$ cat config.mk
export PLATFORM = sky130hd
export DESIGN_NAME = timer_ctl
export DESIGN_NICKNAME = d
export VERILOG_FILES = /design/src/pkg/tmr_ctl_pkg.sv /design/src/core/timer_ctl.sv /design/src/core/sync_delay.sv
export SDC_FILE = /design/constraint.sdc
export NUM_CORES = 1
export LEC_CHECK = 0
export CORE_MARGIN = 4
export CORE_UTILIZATION = 45
export DETAILED_ROUTE_END_ITERATION = 12
export DONT_BUFFER_PORTS = 1
export GPL_TIMING_DRIVEN = 0
export PLACE_DENSITY = 0.64
export SYNTH_ARGS = -nofsm -noshare
export SYNTH_HDL_FRONTEND = slang
export SYNTH_HIERARCHICAL = 1
export SYNTH_SLANG_ARGS = --single-unit
export TNS_END_PERCENT = 1
$ cat constraint.sdc
create_clock -name pclk -period 2.6 [get_ports pclk]
set_input_delay 0.78 -clock pclk [delete_from_list [all_inputs] [get_ports pclk]]
set_output_delay 0.78 -clock pclk [all_outputs]
set_load 0.05 [all_outputs]
$ cat src/pkg/tmr_ctl_pkg.sv
// package for the timer control slice: register map, fields, reset values, timing
// assumes a 32-bit apb bus on pclk
`default_nettype none
package tmr_ctl_pkg;
    // ****************************************
    // register offsets
    // ****************************************
    localparam logic [11:0] ctrl_off = 12'h000;
    localparam logic [11:0] dbg_off = 12'h004;
    localparam logic [11:0] ien_clr_off = 12'h008;
    localparam logic [11:0] ien_set_off = 12'h00c;
    localparam logic [11:0] flag_off = 12'h010;
    localparam logic [11:0] sync_off = 12'h014;
    localparam logic [11:0] per_off = 12'h018;
    // ****************************************
    // fields
    // ****************************************
    localparam int soft_reset_trigger_bit = 0;
    localparam int enable_bit = 1;
    localparam int overflow_en_bit = 0;
    localparam int error_en_bit = 1;
    localparam int chan0_en_bit = 4;
    localparam int chan1_en_bit = 5;
    localparam int ien_w = 8;
    localparam logic [7:0] ien_mask = 8'h33;
    localparam logic [7:0] ien_rst = 8'h00;
    localparam logic [7:0] ctrl_mask = 8'hfc;
    localparam logic [7:0] ctrl_rst = 8'h00;
    localparam logic [7:0] dbg_rst = 8'h00;
    localparam logic [15:0] per_rst = 16'h0000;
    localparam logic [31:0] rd_zero = 32'h0000_0000;
    // ****************************************
    // synchroniser depth of the soft reset
    // ****************************************
    localparam int sync_stages = 3;
    typedef enum logic [2:0]
    {
        st_idle = 3'b001,
        st_sync = 3'b010,
        st_done = 3'b100
    } soft_reset_state_e;
endpackage : tmr_ctl_pkg
`default_nettype wire

$ cat src/core/timer_ctl.sv
// timer control slice: soft reset handshake, enable protection, interrupt enables
// assumes apb master on pclk; flag events come from the counting datapath
`default_nettype none
module timer_ctl (
    input wire logic pclk,
    input wire logic presetn,
    input wire logic psel,
    input wire logic penable,
    input wire logic pwrite,
    input wire logic [11:0] paddr,
    input wire logic [31:0] pwdata,
    output logic [31:0] prdata,
    output logic pready,
    output logic pslverr,
    input wire logic [7:0] flag_event,
    output logic timer_enable,
    output logic [15:0] period,
    output logic [7:0] debug_ctrl,
    output logic irq
);
    // ****************************************
    // bus decode
    // ****************************************
    logic wr;
    logic rd;
    logic hit;
    logic busy;
    logic prot_ok;
    logic sync_done;
    assign wr = psel && penable && pwrite;
    assign rd = psel && penable && !pwrite;
    assign hit = (paddr == tmr_ctl_pkg::ctrl_off) || (paddr == tmr_ctl_pkg::dbg_off)
        || (paddr == tmr_ctl_pkg::ien_clr_off) || (paddr == tmr_ctl_pkg::ien_set_off)
        || (paddr == tmr_ctl_pkg::flag_off) || (paddr == tmr_ctl_pkg::sync_off)
        || (paddr == tmr_ctl_pkg::per_off);
    assign pready = 1'b1;
    assign pslverr = psel && penable && !hit;

    // ****************************************
    // soft reset sequencer
    // ****************************************
    tmr_ctl_pkg::soft_reset_state_e st_ff;
    tmr_ctl_pkg::soft_reset_state_e nxt_st;
    logic soft_reset_req;
    logic sw_clear;
    assign soft_reset_req = wr && (paddr == tmr_ctl_pkg::ctrl_off)
        && pwdata[tmr_ctl_pkg::soft_reset_trigger_bit];
    assign busy = (st_ff != tmr_ctl_pkg::st_idle);
    assign sw_clear = (st_ff == tmr_ctl_pkg::st_done);

    sync_delay #(.depth(tmr_ctl_pkg::sync_stages)) i_sync_delay (
        .pclk(pclk),
        .presetn(presetn),
        .start(st_ff == tmr_ctl_pkg::st_sync && !sync_done),
        .done(sync_done)
    );

    always_comb
    begin
        case (st_ff)
            tmr_ctl_pkg::st_idle: nxt_st = soft_reset_req ? tmr_ctl_pkg::st_sync : st_ff;
            tmr_ctl_pkg::st_sync: nxt_st = sync_done ? tmr_ctl_pkg::st_done : st_ff;
            tmr_ctl_pkg::st_done: nxt_st = tmr_ctl_pkg::st_idle;
            default: nxt_st = tmr_ctl_pkg::st_idle;
        endcase
    end

    always_ff @(posedge pclk or negedge presetn)
    begin
        if (!presetn)
            st_ff <= tmr_ctl_pkg::st_idle;
        else
            st_ff <= nxt_st;
    end

    // ****************************************
    // registers
    // ****************************************
    logic [7:0] ctrl_ff;
    logic [7:0] nxt_ctrl;
    logic [7:0] dbg_ff;
    logic [7:0] nxt_dbg;
    logic [7:0] ien_ff;
    logic [7:0] nxt_ien;
    logic [7:0] flag_ff;
    logic [7:0] nxt_flag;
    logic [15:0] per_ff;
    logic [15:0] nxt_per;
    logic en;
    assign en = ctrl_ff[tmr_ctl_pkg::enable_bit];
    assign prot_ok = !en;

    always_comb
    begin
        nxt_ctrl = ctrl_ff;
        nxt_dbg = dbg_ff;
        nxt_ien = ien_ff;
        nxt_per = per_ff;
        nxt_flag = flag_ff;
        if (wr && !busy && !soft_reset_req)
        begin
            if (paddr == tmr_ctl_pkg::flag_off)
                nxt_flag = flag_ff & ~pwdata[7:0];
            if (paddr == tmr_ctl_pkg::ien_clr_off)
                nxt_ien = ien_ff & ~(pwdata[7:0] & tmr_ctl_pkg::ien_mask);
            if (paddr == tmr_ctl_pkg::ien_set_off)
                nxt_ien = ien_ff | (pwdata[7:0] & tmr_ctl_pkg::ien_mask);
            if (paddr == tmr_ctl_pkg::dbg_off)
                nxt_dbg = pwdata[7:0];
            if (paddr == tmr_ctl_pkg::ctrl_off)
            begin
                nxt_ctrl[tmr_ctl_pkg::enable_bit] = pwdata[tmr_ctl_pkg::enable_bit];
                if (prot_ok)
                    nxt_ctrl = (nxt_ctrl & ~tmr_ctl_pkg::ctrl_mask)
                        | (pwdata[7:0] & tmr_ctl_pkg::ctrl_mask);
            end
            if (paddr == tmr_ctl_pkg::per_off && prot_ok)
                nxt_per = pwdata[15:0];
        end
        nxt_flag = nxt_flag | flag_event;
        if (sw_clear)
        begin
            nxt_ctrl = tmr_ctl_pkg::ctrl_rst;
            nxt_ien = tmr_ctl_pkg::ien_rst;
            nxt_flag = tmr_ctl_pkg::ien_rst;
            nxt_per = tmr_ctl_pkg::per_rst;
        end
        else if (soft_reset_req)
        begin
            nxt_ctrl[tmr_ctl_pkg::enable_bit] = 1'b0;
        end
    end

    always_ff @(posedge pclk or negedge presetn)
    begin
        if (!presetn)
        begin
            ctrl_ff <= tmr_ctl_pkg::ctrl_rst;
            dbg_ff <= tmr_ctl_pkg::dbg_rst;
            ien_ff <= tmr_ctl_pkg::ien_rst;
            flag_ff <= tmr_ctl_pkg::ien_rst;
            per_ff <= tmr_ctl_pkg::per_rst;
        end
        else
        begin
            ctrl_ff <= nxt_ctrl;
            dbg_ff <= nxt_dbg;
            ien_ff <= nxt_ien;
            flag_ff <= nxt_flag;
            per_ff <= nxt_per;
        end
    end

    // ****************************************
    // read data and outputs
    // ****************************************
    logic [31:0] nxt_rd;
    logic [31:0] rd_ff;
    logic irq_ff;
    always_comb
    begin
        nxt_rd = tmr_ctl_pkg::rd_zero;
        case (paddr)
            tmr_ctl_pkg::ctrl_off: nxt_rd[7:0] = ctrl_ff | {7'h00, busy};
            tmr_ctl_pkg::dbg_off: nxt_rd[7:0] = dbg_ff;
            tmr_ctl_pkg::ien_clr_off: nxt_rd[7:0] = ien_ff;
            tmr_ctl_pkg::ien_set_off: nxt_rd[7:0] = ien_ff;
            tmr_ctl_pkg::flag_off: nxt_rd[7:0] = flag_ff;
            tmr_ctl_pkg::sync_off: nxt_rd[0] = busy;
            tmr_ctl_pkg::per_off: nxt_rd[15:0] = per_ff;
            default: nxt_rd = tmr_ctl_pkg::rd_zero;
        endcase
    end

    always_ff @(posedge pclk or negedge presetn)
    begin
        if (!presetn)
        begin
            rd_ff <= tmr_ctl_pkg::rd_zero;
            irq_ff <= 1'b0;
        end
        else
        begin
            rd_ff <= (psel && !penable && !pwrite) ? nxt_rd : rd_ff;
            irq_ff <= |(nxt_flag & nxt_ien);
        end
    end

    assign prdata = rd_ff;
    assign irq = irq_ff;
    assign timer_enable = en;
    assign period = per_ff;
    assign debug_ctrl = dbg_ff;

    // ****************************************
    // checks: enable bits
    // ****************************************
    chk_clr_clears: assert property (@(posedge pclk) disable iff (!presetn)
        wr && !busy && !soft_reset_req && paddr == tmr_ctl_pkg::ien_clr_off
        |=> ((ien_ff & $past(pwdata[7:0]) & tmr_ctl_pkg::ien_mask) == 8'h00))
        else $error("enable clear failed");
    chk_chan1_clear: assert property (@(posedge pclk) disable iff (!presetn)
        wr && !busy && paddr == tmr_ctl_pkg::ien_clr_off
        && pwdata[tmr_ctl_pkg::chan1_en_bit]
        |=> !ien_ff[tmr_ctl_pkg::chan1_en_bit])
        else $error("channel 1 enable not cleared");
    chk_chan0_clear: assert property (@(posedge pclk) disable iff (!presetn)
        wr && !busy && paddr == tmr_ctl_pkg::ien_clr_off
        && pwdata[tmr_ctl_pkg::chan0_en_bit]
        |=> !ien_ff[tmr_ctl_pkg::chan0_en_bit])
        else $error("channel 0 enable not cleared");
    chk_error_clear: assert property (@(posedge pclk) disable iff (!presetn)
        wr && !busy && paddr == tmr_ctl_pkg::ien_clr_off
        && pwdata[tmr_ctl_pkg::error_en_bit]
        |=> !ien_ff[tmr_ctl_pkg::error_en_bit])
        else $error("error enable not cleared");
    chk_overflow_clear: assert property (@(posedge pclk) disable iff (!presetn)
        wr && !busy && paddr == tmr_ctl_pkg::ien_clr_off
        && pwdata[tmr_ctl_pkg::overflow_en_bit]
        |=> !ien_ff[tmr_ctl_pkg::overflow_en_bit])
        else $error("overflow enable not cleared");
    chk_clr_others: assert property (@(posedge pclk) disable iff (!presetn)
        wr && !busy && paddr == tmr_ctl_pkg::ien_clr_off
        |=> ((ien_ff | ($past(pwdata[7:0]) & tmr_ctl_pkg::ien_mask))
            == ($past(ien_ff) | ($past(pwdata[7:0]) & tmr_ctl_pkg::ien_mask))))
        else $error("clear touched other enables");
    chk_zero_keeps: assert property (@(posedge pclk) disable iff (!presetn)
        wr && paddr == tmr_ctl_pkg::ien_clr_off && pwdata[7:0] == 8'h00 && !sw_clear
        |=> $stable(ien_ff))
        else $error("zero write changed enables");
    chk_set_visible: assert property (@(posedge pclk) disable iff (!presetn)
        wr && !busy && !soft_reset_req && paddr == tmr_ctl_pkg::ien_set_off
        |=> ((ien_ff & $past(pwdata[7:0]) & tmr_ctl_pkg::ien_mask)
            == ($past(pwdata[7:0]) & tmr_ctl_pkg::ien_mask)))
        else $error("enable set failed");

    // ****************************************
    // checks: soft reset
    // ****************************************
    // busy lasts sync_stages plus two cycles
    chk_reset_busy: assert property (@(posedge pclk) disable iff (!presetn)
        soft_reset_req && !busy |=> busy [*5] ##1 !busy)
        else $error("busy timing wrong");
    chk_trig_enabled: assert property (@(posedge pclk) disable iff (!presetn)
        soft_reset_req && !busy && en |=> busy)
        else $error("trigger refused while enabled");
    chk_reset_disables: assert property (@(posedge pclk) disable iff (!presetn)
        soft_reset_req |=> !en)
        else $error("soft reset left timer enabled");
    chk_reset_wins: assert property (@(posedge pclk) disable iff (!presetn)
        soft_reset_req && !busy |=> $stable(per_ff) && $stable(dbg_ff))
        else $error("write beside soft reset taken");
    chk_done_clear: assert property (@(posedge pclk) disable iff (!presetn)
        sw_clear |=> !busy && ien_ff == tmr_ctl_pkg::ien_rst && !en)
        else $error("reset did not complete");
    chk_reset_dbg: assert property (@(posedge pclk) disable iff (!presetn)
        sw_clear |=> $stable(dbg_ff))
        else $error("soft reset touched debug control");
    chk_period_reset: assert property (@(posedge pclk) disable iff (!presetn)
        sw_clear
        |=> per_ff == tmr_ctl_pkg::per_rst && ctrl_ff == tmr_ctl_pkg::ctrl_rst)
        else $error("soft reset left registers set");

    // ****************************************
    // checks: protection and read back
    // ****************************************
    chk_prot_hold: assert property (@(posedge pclk) disable iff (!presetn)
        wr && en && paddr == tmr_ctl_pkg::per_off && !sw_clear |=> $stable(per_ff))
        else $error("protected write accepted");
    chk_prot_ctrl: assert property (@(posedge pclk) disable iff (!presetn)
        wr && en && paddr == tmr_ctl_pkg::ctrl_off
        |=> $stable(ctrl_ff & tmr_ctl_pkg::ctrl_mask))
        else $error("protected control bits changed");
    chk_clr_reads: assert property (@(posedge pclk) disable iff (!presetn)
        rd && paddr == tmr_ctl_pkg::ien_clr_off |-> prdata == {24'h000000, $past(ien_ff)})
        else $error("clear register read wrong");
    chk_set_reads: assert property (@(posedge pclk) disable iff (!presetn)
        rd && paddr == tmr_ctl_pkg::ien_set_off |-> prdata == {24'h000000, $past(ien_ff)})
        else $error("set register read wrong");
    chk_sync_reads: assert property (@(posedge pclk) disable iff (!presetn)
        rd && paddr == tmr_ctl_pkg::sync_off |-> prdata[0] == $past(busy))
        else $error("sync status read wrong");
    chk_trig_reads: assert property (@(posedge pclk) disable iff (!presetn)
        rd && paddr == tmr_ctl_pkg::ctrl_off
        |-> prdata[tmr_ctl_pkg::soft_reset_trigger_bit] == $past(busy))
        else $error("trigger bit read wrong");

    // ****************************************
    // checks: interrupt
    // ****************************************
    chk_flag_set: assert property (@(posedge pclk) disable iff (!presetn)
        flag_event != 8'h00 && !sw_clear
        |=> (flag_ff & $past(flag_event)) == $past(flag_event))
        else $error("flag event lost");
    chk_irq_level: assert property (@(posedge pclk) disable iff (!presetn)
        irq == |(flag_ff & ien_ff))
        else $error("irq mismatch");
endmodule : timer_ctl
`default_nettype wire

$ cat src/core/sync_delay.sv
// shift chain that stands in for the crossing into the counter domain
// assumes one clock, asynchronous active low reset
`default_nettype none
module sync_delay #(
    parameter int depth = 3
)
(
    input wire logic pclk,
    input wire logic presetn,
    input wire logic start,
    output logic done
);
    logic [depth-1:0] chain_ff;
    logic [depth-1:0] nxt_chain;

    always_comb
    begin
        nxt_chain = {chain_ff[depth-2:0], start};
    end

    always_ff @(posedge pclk or negedge presetn)
    begin
        if (!presetn)
            chain_ff <= '0;
        else
            chain_ff <= nxt_chain;
    end

    assign done = chain_ff[depth-1];
endmodule : sync_delay
`default_nettype wire

==> key figures <==
Run status
  • Outcome: finished, final reports clean

Floorplan
  • Core area: ~0.0073 mm2
  • Die ar.: between 0.009 and 0.01 mm2
  • Number of core rows: 31
  • Die Ht: between 90 and 100 um
  • IO Pins: about 120
  • Die width: 95.22 um
  • Initial Utilization: 0.4670

Route
  • DRC Markers: 0
  • Via-to-Cell Ratio: 5.442
  • Drt pass-1 iters: 4
  • Initial DRC count: between 150 and 200
  • Vias: 2574
  • Antenna viol nets, final: 0
  • Final wirelength: 8957 um
  • Per-cell routed wire length: ~19 um

Clock network
  • CTS Sinks: 70
  • Worst skew pair latency: 0.35 ns
  • Worst-path clk slew: 0.07 ns
  • Resize count post-CTS: 7
  • Clock Root Buffer: clkbuf_8
  • Clock Tree Buf Depth: 2
  • # H-tree levels: 3
  • CTS tree: yes
  • CTS buffer count: 9
  • # Post-CTS Setup Buffers: 0
  • Hold buffer count at CTS: 0

Power and ir drop
  • Clock power share: 0.437
  • Logic pwr share: 0.061
  • Internal power: 1.739 mW
  • Pwr/cell area: 603.2 mW/mm2
  • Switching Share: 0.2536
  • Max rail drop VDD: 0.3045 mV
  • P_leak: 1.805 nW
  • Sequential Power Share: 0.502
  • Power, Total: 2.330 mW
  • NetSw: 0.5909 mW

Synthesis
  • Synth Instances: 343
  • Post-Syn Area: between 0.003 and 0.004 mm2
  • Post-synth EDFFs: 0
  • Most common cell in the netlist: dfrtp_1
  • Synth cell types: 51
  • Synth top area cells: dfrtp_1 50%, nand2_1 7.0%, mux2i_1 4.1%, buf_4 3.9%, a21oi_1 3.7%
  • Commonest cells in the netlist: 69 x dfrtp_1, 64 x nand2_1, 25 x a21oi_1
  • Primary FF master, synth: dfrtp_1
  • Synth area leader: dfrtp_1
  • Mean post-synth cell area: about 10 um2
  • Synth warnings: 6
  • Synth top area share: 0.5044
  • Asr flop ratio synth: 1.000
  • Register area share after synthesis: 0.5121
  • Flops & latches, synth: 70

Final layout
  • Number of diodes: 0
  • Area Overhead vs Synth: 12.83%
  • Nets: 426
  • Post-route cell area: 0.003862 mm2
  • Finished Layout Cells: 473
  • Fraction of layout cells with a size suffix above 1: 0.1872

Timing
  • Crit share post-route: 0.9687
  • Max Clock Freq: 0.3971 GHz
  • Final Setup Violations: 0
  • Final slew viol count: 0
  • Skew final: between 0.007 and 0.008 ns
  • Slew @ Worst Pin: 0.9386 ns
  • Max-slew headroom: 0.3729
  • Fin. Hold Viols: 0
  • RSZ-0062 raised after global routing: false
  • Final worst path period need: ~2.5 ns

Worst hold path
  • Hold WC Path Type: in2async

Setup path
  • Critical path arrival: approximately 1.7 ns
  • Worst Path Required: 1.82 ns
  • Startpoint class of the critical path: primary input
  • Worst-path fanout max: 4
  • Critical path class: in2out
  • Crit end category: output pin

Global route
  • Initial antenna violation count: 0
  • Overflow left after global routing: 0
  • First-pass GRT wire length: approximately 14000 um
  • Number of global-route vias before repair: ~2500
  • Largest net degree at the start of global routing: 71
  • All-Layer GR Usage: 0.2127

Placement
  • Cell Count Post-Placement: 457
  • Number of port buffers: 0
  • Hpwl dp: about 6500 um
  • Routability cong.: 0.8742
  • Placed standard-cell area: 0.003606 mm2

Job
  • Max Cap Viol: 0
## registers in the layout, summed over array words and instances (netlist names)
name	cells
period	16
prdata	16
debug_ctrl	8
flag_ff	8
ien_ff	8
ctrl_ff	7
i_sync_delay/chain_ff	3
st_ff	3
irq	1
## per-stage QoR
stage / utilization / hold WS (ns) / TNS, ns / setup slack [ns]
after floorplan: - / 0.3312 / 0 / 0.02761
after global placement: 0.4919 / 0.3348 / -1.516 / -0.3317
after detailed placement: 0.4919 / 0.3465 / -2.567 / -0.3158
after CTS: 0.5264 / 0.09924 / 0 / 0.01120
after global routing: 0.5269 / 0.08822 / 0 / 0.03987
final: 0.5269 / 0.1166 / 0 / 0.08145
## metal layers
| metal | wire [um] | up-vias | track usage |
|---|---|---|---|
| met5 | 0 | - | 0 |
| met4 | 217 | 0 | 0.09495 |
| met3 | 982 | 19 | 0.08129 |
| met2 | 4166 | 113 | 0.3160 |
| met1 | 3591 | 1225 | 0.2754 |
| li1 | - | 1217 | - |
## final timing paths
check | slack [ns] | cells past startpoint | end | start
min | 0.12 | 0 | debug_ctrl[4]$_DFFE_PN0P_ | presetn
max | 0.08 | 4 | pslverr | paddr[11]
min reg2reg | 0.36 | 0 | i_sync_delay/chain_ff[2]$_DFF_PN0_ | i_sync_delay/chain_ff[1]$_DFF_PN0_
min in group pclk | 0.36 | 0 | i_sync_delay/chain_ff[2]$_DFF_PN0_ | i_sync_delay/chain_ff[1]$_DFF_PN0_
max in group asynchronous | 2.29 | 0 | st_ff[0]$_DFFE_PN1P_ | presetn
max reg2reg | 0.30 | 5 | debug_ctrl[3]$_DFFE_PN0P_ | st_ff[0]$_DFFE_PN1P_
## power groups by stage
stage / clock network, mW / logic [mW] / registers, mW
2_1_floorplan: 0 / 0.126 / 1.19
3_3_place_gp: 0 / 0.138 / 1.19
3_5_place_dp: 0 / 0.139 / 1.19
4_1_cts: 1.04 / 0.141 / 1.17
5_1_grt: 1.08 / 0.155 / 1.17
6_report: 1.02 / 0.143 / 1.17
## cells in the final DEF, fill, tap and decap left out, types with 4 or more instances in the layout
master,instances
a21oi_1,25
a222oi_1,5
a31oi_1,7
and2_1,11
buf_4,19
clkbuf_1,8
clkbuf_8,11
conb_1,17
dfrtp_1,69
inv_1,4
mux2_4,8
mux2i_1,14
nand2_1,64
nand3_1,11
nand3b_1,4
nor2_1,20
o21ai_0,12
## worst max-delay path, stage by stage
cell,delay [ns]
nor4_4,0.32
nand3_2,0.15
a31o_2,0.25
and3_4,0.24
## layout make-up
cell class | count | area, um2
fillers | 688 | 3468
flip-flops and latches | 70 | 1753
clock inverters | 5 | 81.33
well taps | 99 | 123.9
multi-input cells | 249 | 1515
clock buffers | 11 | 151.4
plain buffers | 35 | 222.7
inverters | 4 | 15.01
## cells by family after synthesis
logic type,after synthesis,share of synthesized area
AO/OA/AOI/OAI,68,0.1298
buffers and inverters,39,0.06615
flip-flops,70,0.5121
multiplexers,23,0.07931
other,2,0.002194
AND/OR/NAND/NOR,141,0.2105
Power figures use the tool's default switching activity.
